File: config.mk
export PLATFORM = sky130hd
export DESIGN_NAME = duhp_top
export DESIGN_NICKNAME = d
export VERILOG_FILES = /design/src/design/duhp_pkg.sv /design/src/design/duhp_chan.sv /design/src/design/duhp_top.sv
export SDC_FILE = /design/constraint.sdc
export NUM_CORES = 1
export LEC_CHECK = 0
export BUFFER_PORTS_ARGS = -buffer_cell sky130_fd_sc_hd__clkbuf_2
export CAP_MARGIN = 30
export CORE_MARGIN = 10
export CORE_UTILIZATION = 50
export DETAILED_ROUTE_END_ITERATION = 10
export PLACE_DENSITY = 0.67
export SLEW_MARGIN = 5
export SYNTH_ARGS = -nofsm -noshare
export SYNTH_HDL_FRONTEND = slang
export SYNTH_SLANG_ARGS = --single-unit
File: constraint.sdc
create_clock -name clk -period 3.7 [get_ports clk]
set_clock_uncertainty 0.05 [all_clocks]
set_input_delay 0.555 -clock clk [delete_from_list [all_inputs] [get_ports clk]]
set_output_delay 0.555 -clock clk [all_outputs]
set_load 0.1 [all_outputs]
File: src/design/duhp_pkg.sv
package duhp_pkg;

  // ==========================================================================
  // Timing
  // ==========================================================================
  localparam int unsigned CLK_NS        = 40;
  localparam int unsigned HW_RST_MIN_NS = 40;
  // The pulse must be longer than the minimum, hence one sample beyond the rounded-up count.
  localparam int unsigned HW_RST_CYC    = (HW_RST_MIN_NS + CLK_NS - 1) / CLK_NS + 1;
  localparam int unsigned RST_CNT_W     = 2;
  localparam logic [RST_CNT_W-1:0] RST_FIRE = RST_CNT_W'(HW_RST_CYC - 1);

  // ==========================================================================
  // Register locations and fields
  // ==========================================================================
  localparam logic [2:0] A_DATA = 3'h0;
  localparam logic [2:0] A_IER  = 3'h1;
  localparam logic [2:0] A_FCR  = 3'h2;
  localparam logic [2:0] A_LCR  = 3'h3;
  localparam logic [2:0] A_MCR  = 3'h4;
  localparam logic [2:0] A_LSR  = 3'h5;
  localparam logic [2:0] A_MSR  = 3'h6;
  localparam logic [2:0] A_SPR  = 3'h7;
  localparam int unsigned LCR_DLAB  = 7;
  localparam int unsigned FCR_EN    = 0;
  localparam int unsigned FCR_RXRST = 1;
  localparam int unsigned FCR_TXRST = 2;
  localparam int unsigned FCR_TXT   = 4;
  localparam int unsigned FCR_RXT   = 6;
  localparam int unsigned MCR_DTR   = 0;
  localparam int unsigned MCR_RTS   = 1;
  localparam int unsigned IER_RX    = 0;
  localparam int unsigned IER_TX    = 1;
  localparam logic [3:0] ISR_NONE = 4'h1;
  localparam logic [3:0] ISR_TX   = 4'h2;
  localparam logic [3:0] ISR_RX   = 4'h4;
  localparam logic [7:0] DLL_RST  = 8'h01;
  localparam logic [6:0] CAP_FIFO = 7'h40;
  localparam logic [6:0] CAP_ONE  = 7'h01;
  localparam logic [3:0][6:0] RX_TRIG = {7'h3C, 7'h38, 7'h10, 7'h08};
  localparam logic [3:0][6:0] TX_TRIG = {7'h38, 7'h20, 7'h10, 7'h08};

  // ==========================================================================
  // Types
  // ==========================================================================
  typedef enum logic [1:0] {
    BS_IDLE = 2'b00,
    BS_RD   = 2'b01,
    BS_WR   = 2'b10
  } duhp_bus_st_t;

  typedef struct packed {
    logic [3:0]  ier;
    logic [7:0]  lcr;
    logic [7:0]  mcr;
    logic [7:0]  spr;
    logic [7:0]  dll;
    logic [7:0]  divisor_high_byte;
    logic        fifo_en;
    logic [1:0]  rx_trig;
    logic [1:0]  tx_trig;
    logic [6:0]  tx_lvl;
    logic [6:0]  rx_lvl;
    logic [7:0]  rx_byte;
    logic [15:0] baud_cnt;
    logic        baud_tick;
    logic        rts_n;
    logic        dtr_n;
  } duhp_chan_st_t;

  localparam duhp_chan_st_t CHAN_RST = '{default: '0, dll: DLL_RST, rts_n: 1'b1, dtr_n: 1'b1};

  typedef struct packed {
    duhp_bus_st_t         bus_st;
    logic [1:0]           sel;
    logic [2:0]           addr;
    logic [7:0]           wdata;
    logic [1:0]           wr_p;
    logic [1:0]           pop_p;
    logic [7:0]           data_out;
    logic                 data_oe;
    logic                 osc_q;
    logic [RST_CNT_W-1:0] rst_cnt;
    logic                 hw_rst_act;
    logic [1:0]           int_pin;
  } duhp_top_st_t;

endpackage

File: src/design/duhp_chan.sv
`timescale 1ns/1ns
`default_nettype none
module duhp_chan
  import duhp_pkg::*;
#(
  parameter logic [7:0] DEV_ID = 8'h5A, // Arbitrary value.
  parameter logic [7:0] REV_ID = 8'h3C  // Arbitrary value.
) (
  input  wire logic       clk,
  input  wire logic       rst,
  input  wire logic       wr_en,
  input  wire logic       rd_pop,
  input  wire logic [2:0] addr,
  input  wire logic [7:0] wdata,
  input  wire logic       osc_tick,
  input  wire logic       rx_valid,
  input  wire logic [7:0] rx_data,
  output logic      [7:0] rdata,
  output logic            irq_cond,
  output logic            baud_tick,
  output logic            rts_n,
  output logic            dtr_n
);

  // ==========================================================================
  // State
  // ==========================================================================
  duhp_chan_st_t s_r;
  duhp_chan_st_t s_nxt;
  logic          dlab;
  logic          id_zero;
  logic [6:0]    cap;
  logic          tx_int;
  logic          rx_int;
  logic          tx_push;
  logic          tx_pop;
  logic          rx_push;
  logic          rx_pop;

  // Decode helpers shared by the register file and the FIFO level counters.
  assign dlab    = s_r.lcr[LCR_DLAB];
  assign id_zero = (s_r.dll == 8'h00) && (s_r.divisor_high_byte == 8'h00);
  assign cap     = s_r.fifo_en ? CAP_FIFO : CAP_ONE;
  assign tx_push = wr_en && (addr == A_DATA) && !dlab && (s_r.tx_lvl < cap);
  assign tx_pop  = s_r.baud_tick && (s_r.tx_lvl != 7'h00);
  assign rx_push = rx_valid && (s_r.rx_lvl < cap);
  assign rx_pop  = rd_pop && (addr == A_DATA) && !dlab && (s_r.rx_lvl != 7'h00);

  // Interrupt conditions follow the FIFO enable; trigger compares are inclusive.
  assign tx_int   = s_r.fifo_en ? (s_r.tx_lvl <= TX_TRIG[s_r.tx_trig]) : (s_r.tx_lvl == 7'h00);
  assign rx_int   = s_r.fifo_en ? (s_r.rx_lvl >= RX_TRIG[s_r.rx_trig]) : (s_r.rx_lvl != 7'h00);
  assign irq_cond = (rx_int && s_r.ier[IER_RX]) || (tx_int && s_r.ier[IER_TX]);
  assign baud_tick = s_r.baud_tick;
  assign rts_n     = s_r.rts_n;
  assign dtr_n     = s_r.dtr_n;

  // Read mux over the eight locations; the divisor pair reads identity codes when both are zero.
  always_comb begin
    rdata = 8'h00;
    unique case (addr)
      A_DATA: rdata = dlab ? (id_zero ? REV_ID : s_r.dll) : s_r.rx_byte;
      A_IER:  rdata = dlab ? (id_zero ? DEV_ID : s_r.divisor_high_byte) : {4'h0, s_r.ier};
      A_FCR:  rdata = {s_r.fifo_en, s_r.fifo_en, 2'b00, rx_int ? ISR_RX : (tx_int ? ISR_TX : ISR_NONE)};
      A_LCR:  rdata = s_r.lcr;
      A_MCR:  rdata = s_r.mcr;
      A_LSR:  rdata = {1'b0, s_r.tx_lvl == 7'h00, s_r.tx_lvl == 7'h00, 4'h0, s_r.rx_lvl != 7'h00};
      A_MSR:  rdata = 8'h00;
      A_SPR:  rdata = s_r.spr;
    endcase
  end

  // ==========================================================================
  // Next state: baud divider, levels, register writes
  // ==========================================================================
  always_comb begin
    s_nxt = s_r;
    s_nxt.baud_tick = 1'b0;
    // The divider counts rising oscillator edges only, never the host strobes.
    if (osc_tick) begin
      if (s_r.baud_cnt <= 16'h0001) begin
        s_nxt.baud_cnt  = {s_r.divisor_high_byte, s_r.dll};
        s_nxt.baud_tick = 1'b1;
      end else begin
        s_nxt.baud_cnt = s_r.baud_cnt - 16'h0001;
      end
    end
    if (tx_push && !tx_pop) begin
      s_nxt.tx_lvl = s_r.tx_lvl + 7'h01;
    end else if (tx_pop && !tx_push) begin
      s_nxt.tx_lvl = s_r.tx_lvl - 7'h01;
    end
    if (rx_push) begin
      s_nxt.rx_byte = rx_data;
    end
    if (rx_push && !rx_pop) begin
      s_nxt.rx_lvl = s_r.rx_lvl + 7'h01;
    end else if (rx_pop && !rx_push) begin
      s_nxt.rx_lvl = s_r.rx_lvl - 7'h01;
    end
    if (wr_en) begin
      unique case (addr)
        A_DATA: begin
          if (dlab) begin
            s_nxt.dll = wdata;
          end
        end
        A_IER: begin
          if (dlab) begin
            s_nxt.divisor_high_byte = wdata;
          end else begin
            s_nxt.ier = wdata[3:0];
          end
        end
        A_FCR: begin
          // Block-transfer bit 3 is deliberately not decoded.
          s_nxt.fifo_en = wdata[FCR_EN];
          s_nxt.rx_trig = wdata[FCR_RXT +: 2];
          s_nxt.tx_trig = wdata[FCR_TXT +: 2];
          // Toggling the FIFO mode flushes both sides so the one-byte limit cannot be exceeded.
          if (wdata[FCR_RXRST] || (wdata[FCR_EN] != s_r.fifo_en)) begin
            s_nxt.rx_lvl = 7'h00;
          end
          if (wdata[FCR_TXRST] || (wdata[FCR_EN] != s_r.fifo_en)) begin
            s_nxt.tx_lvl = 7'h00;
          end
        end
        A_LCR: s_nxt.lcr = wdata;
        A_MCR: begin
          s_nxt.mcr   = wdata;
          s_nxt.rts_n = ~wdata[MCR_RTS];
          s_nxt.dtr_n = ~wdata[MCR_DTR];
        end
        A_LSR, A_MSR: begin
        end
        A_SPR: s_nxt.spr = wdata;
      endcase
    end
  end

  // Registers and serial-side outputs return to defaults on either reset.
  always_ff @(posedge clk) begin
    if (rst) begin
      s_r <= CHAN_RST;
    end else begin
      s_r <= s_nxt;
    end
  end

  // ==========================================================================
  // Checks
  // ==========================================================================
  a_id_read: assert property (@(posedge clk) disable iff (rst)
    (dlab && id_zero && (addr == A_IER)) |-> (rdata == DEV_ID))
    else $error("identity code not returned");
  a_tx_int_off: assert property (@(posedge clk) disable iff (rst)
    (wr_en && (addr == A_DATA) && !dlab && !s_r.fifo_en) |=> !tx_int)
    else $error("transmit condition stayed with a byte held");
  a_rx_int_on: assert property (@(posedge clk) disable iff (rst)
    (rx_valid && !s_r.fifo_en && !wr_en && !rd_pop) |=> rx_int)
    else $error("receive condition missing after a byte");
  a_tx_trig_hi: assert property (@(posedge clk) disable iff (rst)
    (s_r.fifo_en && (s_r.tx_lvl > TX_TRIG[s_r.tx_trig])) |-> !tx_int)
    else $error("transmit condition above trigger");

endmodule
`default_nettype wire

File: src/design/duhp_top.sv
`timescale 1ns/1ns
`default_nettype none
// Function
// - Eight-bit data, three address lines, read/write.
// - Bus cycles timed only by selects and strobes.
// - Hardware reset restores registers and serial outputs.
// - Zero divisor: high reads identity, low revision.
// - Strobe mode: each select low picks its channel.
// - Both selects low broadcast writes; never read.
// - Direction mode: chip select, fourth address picks.
// - Fourth address ignored outside direction mode.
// - Block-transfer bit has no effect.
// - Interrupt pin polarity follows bus type.
// - FIFO on: transmit condition at or below trigger.
// - Receive condition: byte present or trigger reached.
// - Oscillator clocks baud generators, buffered copy out.
// - Direction mode uses chip select, direction and fourth address only.
module duhp_top
  import duhp_pkg::*;
#(
  parameter int unsigned DATA_W = 8,
  parameter int unsigned ADDR_W = 3,
  parameter logic [7:0]  DEV_ID = 8'h5A, // Arbitrary value.
  parameter logic [7:0]  REV_ID = 8'h3C  // Arbitrary value.
) (
  input  wire logic              clk,
  input  wire logic              sys_rst,
  input  wire logic              bus_type,
  input  wire logic              chan_a_select_n,
  input  wire logic              chan_b_select_n,
  input  wire logic              chip_select_n,
  input  wire logic              read_strobe_n,
  input  wire logic              write_strobe_n,
  input  wire logic              rw_dir,
  input  wire logic [ADDR_W-1:0] addr,
  input  wire logic              addr3,
  input  wire logic [DATA_W-1:0] data_in,
  output logic      [DATA_W-1:0] data_out,
  output logic                   data_oe,
  input  wire logic              hw_reset,
  input  wire logic              osc_in,
  output logic                   osc_buffered_out,
  input  wire logic              rx_valid_a,
  input  wire logic [DATA_W-1:0] rx_data_a,
  input  wire logic              rx_valid_b,
  input  wire logic [DATA_W-1:0] rx_data_b,
  output logic                   int_a,
  output logic                   int_b,
  output logic                   rts_a_n,
  output logic                   rts_b_n,
  output logic                   dtr_a_n,
  output logic                   dtr_b_n,
  output logic                   baud_tick_a,
  output logic                   baud_tick_b
);

  // ==========================================================================
  // Elaboration checks
  // ==========================================================================
  if ((DATA_W != 8) || (ADDR_W != 3)) begin : g_bad_width
    $error("duhp_top supports only an 8-bit bus with three address lines");
  end

  // ==========================================================================
  // Decode
  // ==========================================================================
  duhp_top_st_t t_r;
  duhp_top_st_t t_nxt;
  logic [1:0]   sel_now;
  logic         rd_now;
  logic         wr_now;
  logic         rd_any;
  logic         wr_any;
  logic         osc_tick;
  logic         chan_rst;
  logic [2:0]   chan_addr;
  logic [1:0]   irq;
  logic [1:0]   rts_w;
  logic [1:0]   dtr_w;
  logic [1:0]   tick_w;
  logic [1:0]   rx_v;
  logic [7:0]   rx_d    [2];
  logic [7:0]   rdata_w [2];

  // Channel select and direction by bus type; the fourth address only counts in direction mode.
  assign sel_now = bus_type ? {~chan_b_select_n, ~chan_a_select_n}
                            : {~chip_select_n & addr3, ~chip_select_n & ~addr3};
  // The read strobe is not looked at in direction mode.
  assign rd_now  = bus_type ? ~read_strobe_n : rw_dir;
  assign wr_now  = bus_type ? ~write_strobe_n : ~rw_dir;
  // A read with both channels selected is never served, so the bus stays undriven.
  assign rd_any  = (sel_now != 2'b00) && (sel_now != 2'b11) && rd_now;
  assign wr_any  = (sel_now != 2'b00) && wr_now && !rd_now;
  assign osc_tick = osc_in && !t_r.osc_q;
  assign chan_rst = sys_rst || t_r.hw_rst_act;
  // Latched address is used while a cycle or its closing pulse is in flight.
  assign chan_addr = ((t_r.bus_st != BS_IDLE) || (t_r.wr_p != 2'b00) || (t_r.pop_p != 2'b00)) ? t_r.addr : addr;
  assign rx_v    = {rx_valid_b, rx_valid_a};
  assign rx_d[0] = rx_data_a;
  assign rx_d[1] = rx_data_b;

  // ==========================================================================
  // Channels
  // ==========================================================================
  for (genvar c = 0; c < 2; c++) begin : g_chan
    duhp_chan #(
      .DEV_ID (DEV_ID),
      .REV_ID (REV_ID)
    ) u_chan (
      .clk       (clk),
      .rst       (chan_rst),
      .wr_en     (t_r.wr_p[c]),
      .rd_pop    (t_r.pop_p[c]),
      .addr      (chan_addr),
      .wdata     (t_r.wdata),
      .osc_tick  (osc_tick),
      .rx_valid  (rx_v[c]),
      .rx_data   (rx_d[c]),
      .rdata     (rdata_w[c]),
      .irq_cond  (irq[c]),
      .baud_tick (tick_w[c]),
      .rts_n     (rts_w[c]),
      .dtr_n     (dtr_w[c])
    );
  end

  // ==========================================================================
  // Bus cycle tracking and pins
  // ==========================================================================
  // A cycle is committed when its strobe or direction condition goes away, not on any clock of the oscillator.
  always_comb begin
    t_nxt = t_r;
    t_nxt.wr_p  = 2'b00;
    t_nxt.pop_p = 2'b00;
    t_nxt.osc_q = osc_in;
    // Short reset pulses are filtered so glitches cannot wipe the channels.
    if (hw_reset) begin
      if (t_r.rst_cnt != RST_FIRE) begin
        t_nxt.rst_cnt = t_r.rst_cnt + RST_CNT_W'(1);
      end
    end else begin
      t_nxt.rst_cnt = '0;
    end
    t_nxt.hw_rst_act = hw_reset && (t_r.rst_cnt == RST_FIRE);
    unique case (t_r.bus_st)
      BS_IDLE: begin
        if (rd_any) begin
          t_nxt.bus_st = BS_RD;
          t_nxt.sel    = sel_now;
          t_nxt.addr   = addr;
        end else if (wr_any) begin
          t_nxt.bus_st = BS_WR;
          t_nxt.sel    = sel_now;
          t_nxt.addr   = addr;
          t_nxt.wdata  = data_in;
        end
      end
      BS_RD: begin
        if (!rd_any) begin
          t_nxt.bus_st = BS_IDLE;
          t_nxt.pop_p  = (t_r.addr == A_DATA) ? t_r.sel : 2'b00;
        end
      end
      BS_WR: begin
        if (wr_any) begin
          t_nxt.sel   = sel_now;
          t_nxt.addr  = addr;
          t_nxt.wdata = data_in;
        end else begin
          t_nxt.bus_st = BS_IDLE;
          t_nxt.wr_p   = t_r.sel;
        end
      end
    endcase
    // The data bus is enabled only while a single-channel read is in progress.
    t_nxt.data_oe = (t_nxt.bus_st == BS_RD);
    if (t_nxt.bus_st == BS_RD) begin
      t_nxt.data_out = t_nxt.sel[1] ? rdata_w[1] : rdata_w[0];
    end
    // Strobe bus is active high, direction bus active low.
    t_nxt.int_pin = bus_type ? irq : ~irq;
  end

  always_ff @(posedge clk) begin
    if (sys_rst) begin
      t_r <= '{default: '0, bus_st: BS_IDLE};
    end else begin
      t_r <= t_nxt;
    end
  end

  assign data_out         = t_r.data_out;
  assign data_oe          = t_r.data_oe;
  assign osc_buffered_out = t_r.osc_q;
  assign int_a            = t_r.int_pin[0];
  assign int_b            = t_r.int_pin[1];
  assign rts_a_n          = rts_w[0];
  assign rts_b_n          = rts_w[1];
  assign dtr_a_n          = dtr_w[0];
  assign dtr_b_n          = dtr_w[1];
  assign baud_tick_a      = tick_w[0];
  assign baud_tick_b      = tick_w[1];

  // ==========================================================================
  // Checks
  // ==========================================================================
  a_oe_read_only: assert property (@(posedge clk) disable iff (sys_rst)
    data_oe |-> $past(rd_any))
    else $error("data bus driven outside a read");
  a_no_both_read: assert property (@(posedge clk) disable iff (sys_rst)
    (sel_now == 2'b11) |=> !data_oe)
    else $error("data bus driven with both channels selected");
  a_bcast_write: assert property (@(posedge clk) disable iff (sys_rst)
    ((t_r.bus_st == BS_WR) && !wr_any && (t_r.sel == 2'b11)) |=> (t_r.wr_p == 2'b11))
    else $error("broadcast write missed a channel");
  a_strobe_sel: assert property (@(posedge clk) disable iff (sys_rst)
    ((t_r.bus_st == BS_IDLE) && bus_type && !chan_a_select_n && chan_b_select_n && rd_now)
      |=> (t_r.sel == 2'b01) && (t_r.bus_st == BS_RD))
    else $error("strobe mode select wrong");
  a_dir_sel: assert property (@(posedge clk) disable iff (sys_rst)
    ((t_r.bus_st == BS_IDLE) && !bus_type && !chip_select_n && addr3 && rw_dir)
      |=> (t_r.sel == 2'b10) ##1 data_oe)
    else $error("direction mode select wrong");
  a_int_pol: assert property (@(posedge clk) disable iff (sys_rst)
    !$past(sys_rst) |-> (int_a == ($past(bus_type) ? $past(irq[0]) : !$past(irq[0]))))
    else $error("interrupt pin polarity wrong");
  a_hw_rst: assert property (@(posedge clk) disable iff (sys_rst)
    hw_reset [*2] |=> t_r.hw_rst_act ##1 (rts_a_n && dtr_b_n))
    else $error("long reset pulse not taken");
  a_short_rst: assert property (@(posedge clk) disable iff (sys_rst)
    (!hw_reset ##1 hw_reset ##1 !hw_reset) |=> !t_r.hw_rst_act)
    else $error("short reset pulse taken");
  a_osc_buf: assert property (@(posedge clk) disable iff (sys_rst)
    !$past(sys_rst) |-> (osc_buffered_out == $past(osc_in)))
    else $error("oscillator copy wrong");

endmodule
`default_nettype wire

==> flow_summary.json, run 1 <==
{
  "syn_inst": 1408,
  "period_share_pct": 81.7,
  "worstSetupPathType": "reg -> reg",
  "syn_avg_cell_area_um2": 8.12,
  "ant_nets": 0,
  "drt-initial-drc-count": 1041,
  "cts-htree-levels": 1,
  "synth_top_cell_area_share_pct": 37.5,
  "hold_path_class": "in -> reg",
  "critPathRequiredTime_ps": 4050,
  "drive_gt1_share_pct": 11.0,
  "setup_viol": 0,
  "fp.dieW_um": 171,
  "cts-root-buf": "clkbuf_16",
  "fin_cells": 1724,
  "fmax_mhz": 331,
  "reg2reg_from": "t_r[32]$_SDFF_PP0_",
  "insertedDiodeCount": 0,
  "cts_tree": "done",
  "syn-cell-area_um2": 11400,
  "ys_seq_area_share_pct": 37.5,
  "critPathMaxFanout": 14,
  "vias": 10200,
  "gr-total-overflow": 0,
  "ys.flop_type": "dfxtp_1",
  "end_kind": "flip-flop",
  "max_slew_margin_pct": 40.0,
  "start_kind": "flip-flop",
  "die-area_um2": 29300,
  "power_mw": 8.52,
  "drv_slew": 0,
  "pre_cts_slack_ps": 514,
  "die_h_um": 171,
  "wl_um": 33300,
  "grt_pass1_wl_um": 53300,
  "port_buffers": 58,
  "core_area_um2": 22600,
  "place_congestion": 0.932,
  "clockBufferDepth": 3,
  "holdPathEnd": "g_chan[0].u_chan.s_r[20]$_SDFFE_PP0P_",
  "setup-tns-final_ps": 0,
  "layout_setup_ws_ps": 677,
  "path_clk_slew_ps": 60,
  "ys_seq_elements": 214,
  "async_reset_ff_share_pct": 0,
  "worst_pin_slew_ps": 899,
  "ff2ff_path_depth": 9,
  "reg2reg_to": "data_out[3]$_SDFFE_PP0P_",
  "post-cts-setup-buffers": 0,
  "cts_hold_buffers": 0,
  "cp.arrival_ps": 3370,
  "antenna_found_initial": 0,
  "hold_violations": 0,
  "irDropWorstVdd_v": 0.000642,
  "yosysTopAreaCell": "dfxtp_1",
  "cts-resized-gates": 0,
  "grt_max_degree": 61,
  "rsz0062_at_grt": "no",
  "first_pass_iters": 6,
  "p_leak_nw": 4.87,
  "status": "finished clean",
  "fillers": 2074,
  "max-cap-violations": 0,
  "drc_errors": 0,
  "reg2reg_slack_ps": 680,
  "final_nets": 1501,
  "hold_start": "rx_data_a[1]",
  "clkLatencyLatePin_ps": 520,
  "cts_sinks": 214,
  "viasPerCell": 5.94,
  "grt_pass1_vias": 9526,
  "cts_made_buffers": 24,
  "yosysWarnings": 0,
  "yosysMostFrequentCell": "dfxtp_1",
  "synth-edff-count": 0,
  "power_density_nw_per_um2": 669,
  "syn-num-nets": 1488,
  "worstHoldPathCells": 3,
  "start_util_pct": 50.6,
  "place_inst": 1680,
  "dp_hpwl_um": 23700,
  "yosysUniqueCellTypes": 87,
  "io_pins": 59,
  "grtUsageTotal_pct": 22.5,
  "ys_top_cells_by_count": "dfxtp_1 (214), nor2_1 (191), nand2_1 (160)",
  "rows": 55,
  "area_growth_pct": 11.4,
  "ys_top_cells_by_area": "dfxtp_1 (37%), mux2i_1 (7.4%), nor2_1 (6.3%)",
  "wl_per_cell_um": 19.3,
  "fin_crit_ps": 3020
}
[placed cells by master, fill, tap and decap left out, types with 11 or more instances in the layout]
cell and n:
a31oi_1 19, o22ai_1 11, clkbuf_16 25, mux2i_1 84, ha_1 39, clkbuf_2 58
nor4_1 11, xnor2_1 24, o211ai_1 19, a22oi_1 12, buf_4 22, inv_1 53
dfxtp_1 214, a21oi_1 101, o21ai_0 66, nand2b_1 20, or3_1 12, nor2_1 191
nand2_1 160, nand3_1 41, and3_1 13, a211oi_1 11, a221oi_1 14, nor3_1 34
[critical path, stage by stage, from the launching register on]
cell and delay [ps]:
dfxtp_1 330, inv_1 110, ha_1 380, inv_1 230, nor2_8 240, mux2_2 490
a222oi_1 630, nand3_1 140, o2111ai_1 190, o211ai_1 100
[layer usage]
layer / share of wire [%] / up-vias / GRT usage, %
met3: 6.8 / 60 / 4.08
met1: 46 / 4852 / 31.0
met5: 0 / - / 0
met4: 3.1 / 0 / 6.99
li1: - / 5008 / -
met2: 44 / 324 / 34.9
[state kept, by name (all words and copies together), names as in the netlist, 2 cells and up]
| register | count |
|---|---|
| g_chan.u_chan.s_r | 172 |
| data_out | 8 |
| g_chan.u_chan.dtr_n | 2 |
| g_chan.u_chan.rts_n | 2 |
| g_chan.u_chan.dlab | 2 |
| g_chan.u_chan.baud_tick | 2 |
| t_r | 22 |
[cells by family after synthesis]
| family | after synthesis | synth area share, % |
|---|---|---|
| and+or+nand+nor | 552 | 22.7 |
| AOI/OAI and AO/OA | 333 | 19.7 |
| DFF | 214 | 37.5 |
| buffers and inverters | 147 | 5.37 |
| muxes | 89 | 7.86 |
| adders and majority gates | 39 | 4.27 |
| xor gates and xnor gates | 34 | 2.61 |
[report_power, final]
group / internal (mW) / switching, mW / leakage (nW) / total (mW)
clock: 1.65 / 0.970 / 0.436 / 2.62
combinational: 1.12 / 1.91 / 2.70 / 3.03
sequential: 2.56 / 0.310 / 1.74 / 2.87
total: 5.33 / 3.19 / 4.87 / 8.52
[metrics by stage]
step                util, %  hold slack, ps  area (µm²)
floorplan                 -             374       11400
global placement       52.5             392       11800
detailed placement     52.5             396       11900
CTS                    56.4             201       12700
global route           56.4             238       12700
finish                 56.4             217       12700
[area by class of cell]
class | instances | area [µm²] | area share, %
multi-input cells | 1047 | 6540 | 51.4
inverters | 53 | 199 | 1.56
repair buffers | 81 | 475 | 3.73
clock inverters | 8 | 144 | 1.13
well taps | 285 | 357 | 2.80
flip-flops and latches | 214 | 4280 | 33.6
clock buffers | 36 | 737 | 5.79
[how the worst max path moves through the flow]
stage                               endpoint  slack (ps)  depth (start not counted)          startpoint
finish              data_out[3]$_SDFFE_PP0P_         680                          9  t_r[32]$_SDFF_PP0_
global route        data_out[3]$_SDFFE_PP0P_         550                          9  t_r[32]$_SDFF_PP0_
CTS                 data_out[3]$_SDFFE_PP0P_         750                          9  t_r[32]$_SDFF_PP0_
detailed placement  data_out[2]$_SDFFE_PP0P_         510                         10            bus_type
global placement    data_out[2]$_SDFFE_PP0P_         530                         10            bus_type
floorplan           data_out[2]$_SDFFE_PP0P_         780                         11            bus_type
(Power assumes the default switching activity.)
==> run 2, diff against run 1 <==
--- a/config.mk
+++ b/config.mk
@@ -10,7 +10,7 @@
 export CORE_MARGIN = 10
 export CORE_UTILIZATION = 50
 export DETAILED_ROUTE_END_ITERATION = 10
-export PLACE_DENSITY = 0.67
+export PLACE_DENSITY = 0.7
 export SLEW_MARGIN = 5
 export SYNTH_ARGS = -nofsm -noshare
 export SYNTH_HDL_FRONTEND = slang
==> constraint.sdc (replaced) <==
create_clock -name clk -period 2.5 [get_ports clk]
set_clock_uncertainty 0.05 [all_clocks]
set_input_delay 0.375 -clock clk [delete_from_list [all_inputs] [get_ports clk]]
set_output_delay 0.375 -clock clk [all_outputs]
set_load 0.1 [all_outputs]
==> flow_summary.json, run 2 (same netlist as run 1, synthesis figures left out) <==
{
  "vias": 10800,
  "pre_cts_slack_ps": -256,
  "p_seq_share_pct": 31.2,
  "die_h_um": 171,
  "fmax_mhz": 399,
  "viasPerCell": 6.00,
  "grt_pass1_wl_um": 54600,
  "fin_crit_ps": 2510,
  "internal_power_mw": 8.64,
  "largest_register_ffs": 172,
  "cp_cell_sequence": "or4_4, nor2_8, mux2_4, a222oi_1, buf_4, nand3_2, o2111ai_2, o211ai_1",
  "wl_um": 34600,
  "gr-total-overflow": 0,
  "grt_max_degree": 42,
  "ff2ff_path_depth": 8,
  "dp_hpwl_um": 25000,
  "setup_viol": 1,
  "end_kind": "flip-flop",
  "cts-root-buf": "clkbuf_16",
  "place_congestion": 0.957,
  "worst_path_dominant_cell_family": "simple AND/OR/NAND/NOR gates",
  "drt-initial-drc-count": 1099,
  "holdPathEnd": "t_r[31]$_SDFF_PP0_",
  "combPwrFrac_pct": 37.9,
  "p_sw_share_pct": 36.4,
  "worst_pin_slew_ps": 980,
  "cts_tree": "done",
  "place_inst": 1758,
  "max_slew_margin_pct": 34.6,
  "start_util_pct": 50.6,
  "port_buffers": 58,
  "antenna_found_initial": 0,
  "reg2reg_to": "data_out[3]$_SDFFE_PP0P_",
  "cts_made_buffers": 24,
  "drc_errors": 0,
  "crit_path_max_incr_delay_ps": 600,
  "grtUsageTotal_pct": 23.2,
  "io_pins": 59,
  "critPathBufInv": 1,
  "cts_hold_buffers": 0,
  "fin_area_um2": 13600,
  "max-cap-violations": 0,
  "start_kind": "flip-flop",
  "period_share_pct": 100,
  "holdWs_ps": 16.7,
  "final_nets": 1581,
  "ant_nets": 0,
  "worstSetupPathType": "reg -> reg",
  "clockBufferDepth": 3,
  "place_area_um2": 12600,
  "rows": 55,
  "core_area_um2": 22600,
  "drv_slew": 0,
  "power_mw": 13.6,
  "crit_path_top_delay_cell": "or4_4",
  "most-common-layout-cells": "dfxtp_1 (212), nor2_1 (191), nand2_1 (160), a21oi_1 (99), buf_4 (96)",
  "fp.dieW_um": 171,
  "p_sw_mw": 4.94,
  "rsz0062_at_grt": "yes",
  "p_leak_nw": 5.35,
  "grt_pass1_vias": 9887,
  "reg2reg_from": "t_r[16]$_SDFF_PP0_",
  "fin_cells": 1802,
  "power_frac_clock_pct": 30.9,
  "wl_per_cell_um": 19.2,
  "critPathMaxFanout": 6,
  "layout_setup_ws_ps": -6.97,
  "cp.arrival_ps": 2860,
  "power_density_nw_per_um2": 997,
  "hold_start": "sys_rst",
  "hold_violations": 0,
  "die-area_um2": 29300,
  "cts-htree-levels": 1,
  "worstHoldPathCells": 2,
  "seq_area_um2": 4290,
  "layout_commonest_cell": "dfxtp_1",
  "clkLatencyLatePin_ps": 530,
  "critPathRequiredTime_ps": 2850,
  "reg2reg_slack_ps": -7,
  "hold_path_class": "in -> reg",
  "path_clk_slew_ps": 60,
  "insertedDiodeCount": 0,
  "fillers": 2009,
  "status": "complete, but fails checks",
  "first_pass_iters": 6,
  "area_growth_pct": 19.2,
  "regMostFlops": "g_chan.u_chan.s_r",
  "drive_gt1_share_pct": 17.2,
  "irDropWorstVdd_v": 0.000766,
  "violations": "setup timing",
  "cts_sinks": 214,
  "multi_input_area_um2": 6690
}
[run 2: timing repair]
action                                  in CTS  in global routing
pin swaps                                    6                  7
buffers inserted                             0                  2
endpoints found under the setup margin       5                 63
gates resized for setup                      6                 21
gates cloned                                 0                  0
[run 2: through the flow]
| stage | util, % | TNS (ps) |
|---|---|---|
| floorplan | - | -120 |
| global placement | 55.6 | -1280 |
| detailed placement | 55.6 | -1680 |
| CTS | 59.9 | -4.37 |
| global route | 60.4 | -539 |
| finish | 60.4 | -6.97 |
[run 2: worst reg2reg max path: cells and delay by family, from the launching register on]
| family | cells | cell delay (ps) |
|---|---|---|
| and+or+nand+nor | 3 | 790 |
| AOI/OAI and AO/OA | 3 | 670 |
| muxes | 1 | 350 |
| DFF | 1 | 320 |
| buffers and inverters | 1 | 210 |
[run 2: area by class of cell]
type	instances	area share (%)
clock buffer	33	5.33
clock inverter	9	1.62
sequential	214	31.5
inverter	53	1.46
timing repair buffer	161	8.39
multi-input combinational	1047	49.1
tap	285	2.62
[run 2: worst max path at each step]
stage | start | end | slack [ps] | depth (start not counted)
2_1_floorplan | bus_type | data_out[2]$_SDFFE_PP0P_ | -50 | 11
3_3_place_gp | chip_select_n | data_out[6]$_SDFFE_PP0P_ | -220 | 13
3_5_place_dp | chip_select_n | data_out[6]$_SDFFE_PP0P_ | -260 | 13
4_1_cts | t_r[16]$_SDFF_PP0_ | data_out[3]$_SDFFE_PP0P_ | -4 | 8
5_1_grt | t_r[16]$_SDFF_PP0_ | data_out[3]$_SDFFE_PP0P_ | -100 | 8
6_report | t_r[16]$_SDFF_PP0_ | data_out[3]$_SDFFE_PP0P_ | -7 | 8
[run 2: layer usage]
layer  part of all wire, %  global-route usage (%)  vias to the layer above
li1                      -                       -                     5181
met1                    44                    32.0                     5148
met2                    45                    36.1                      406
met3                   7.8                    3.94                       70
met4                   2.9                    7.15                        0
met5                     0                       0                        -
[run 2: power by group through the flow]
stage / combinational (mW) / clock, mW / sequential [mW]
final: 5.15 / 4.19 / 4.23
after global routing: 5.72 / 4.37 / 4.28
after CTS: 5.01 / 4.23 / 4.22
after detailed placement: 4.97 / 0 / 4.28
after global placement: 4.88 / 0 / 4.27
after floorplan: 3.60 / 0 / 4.22
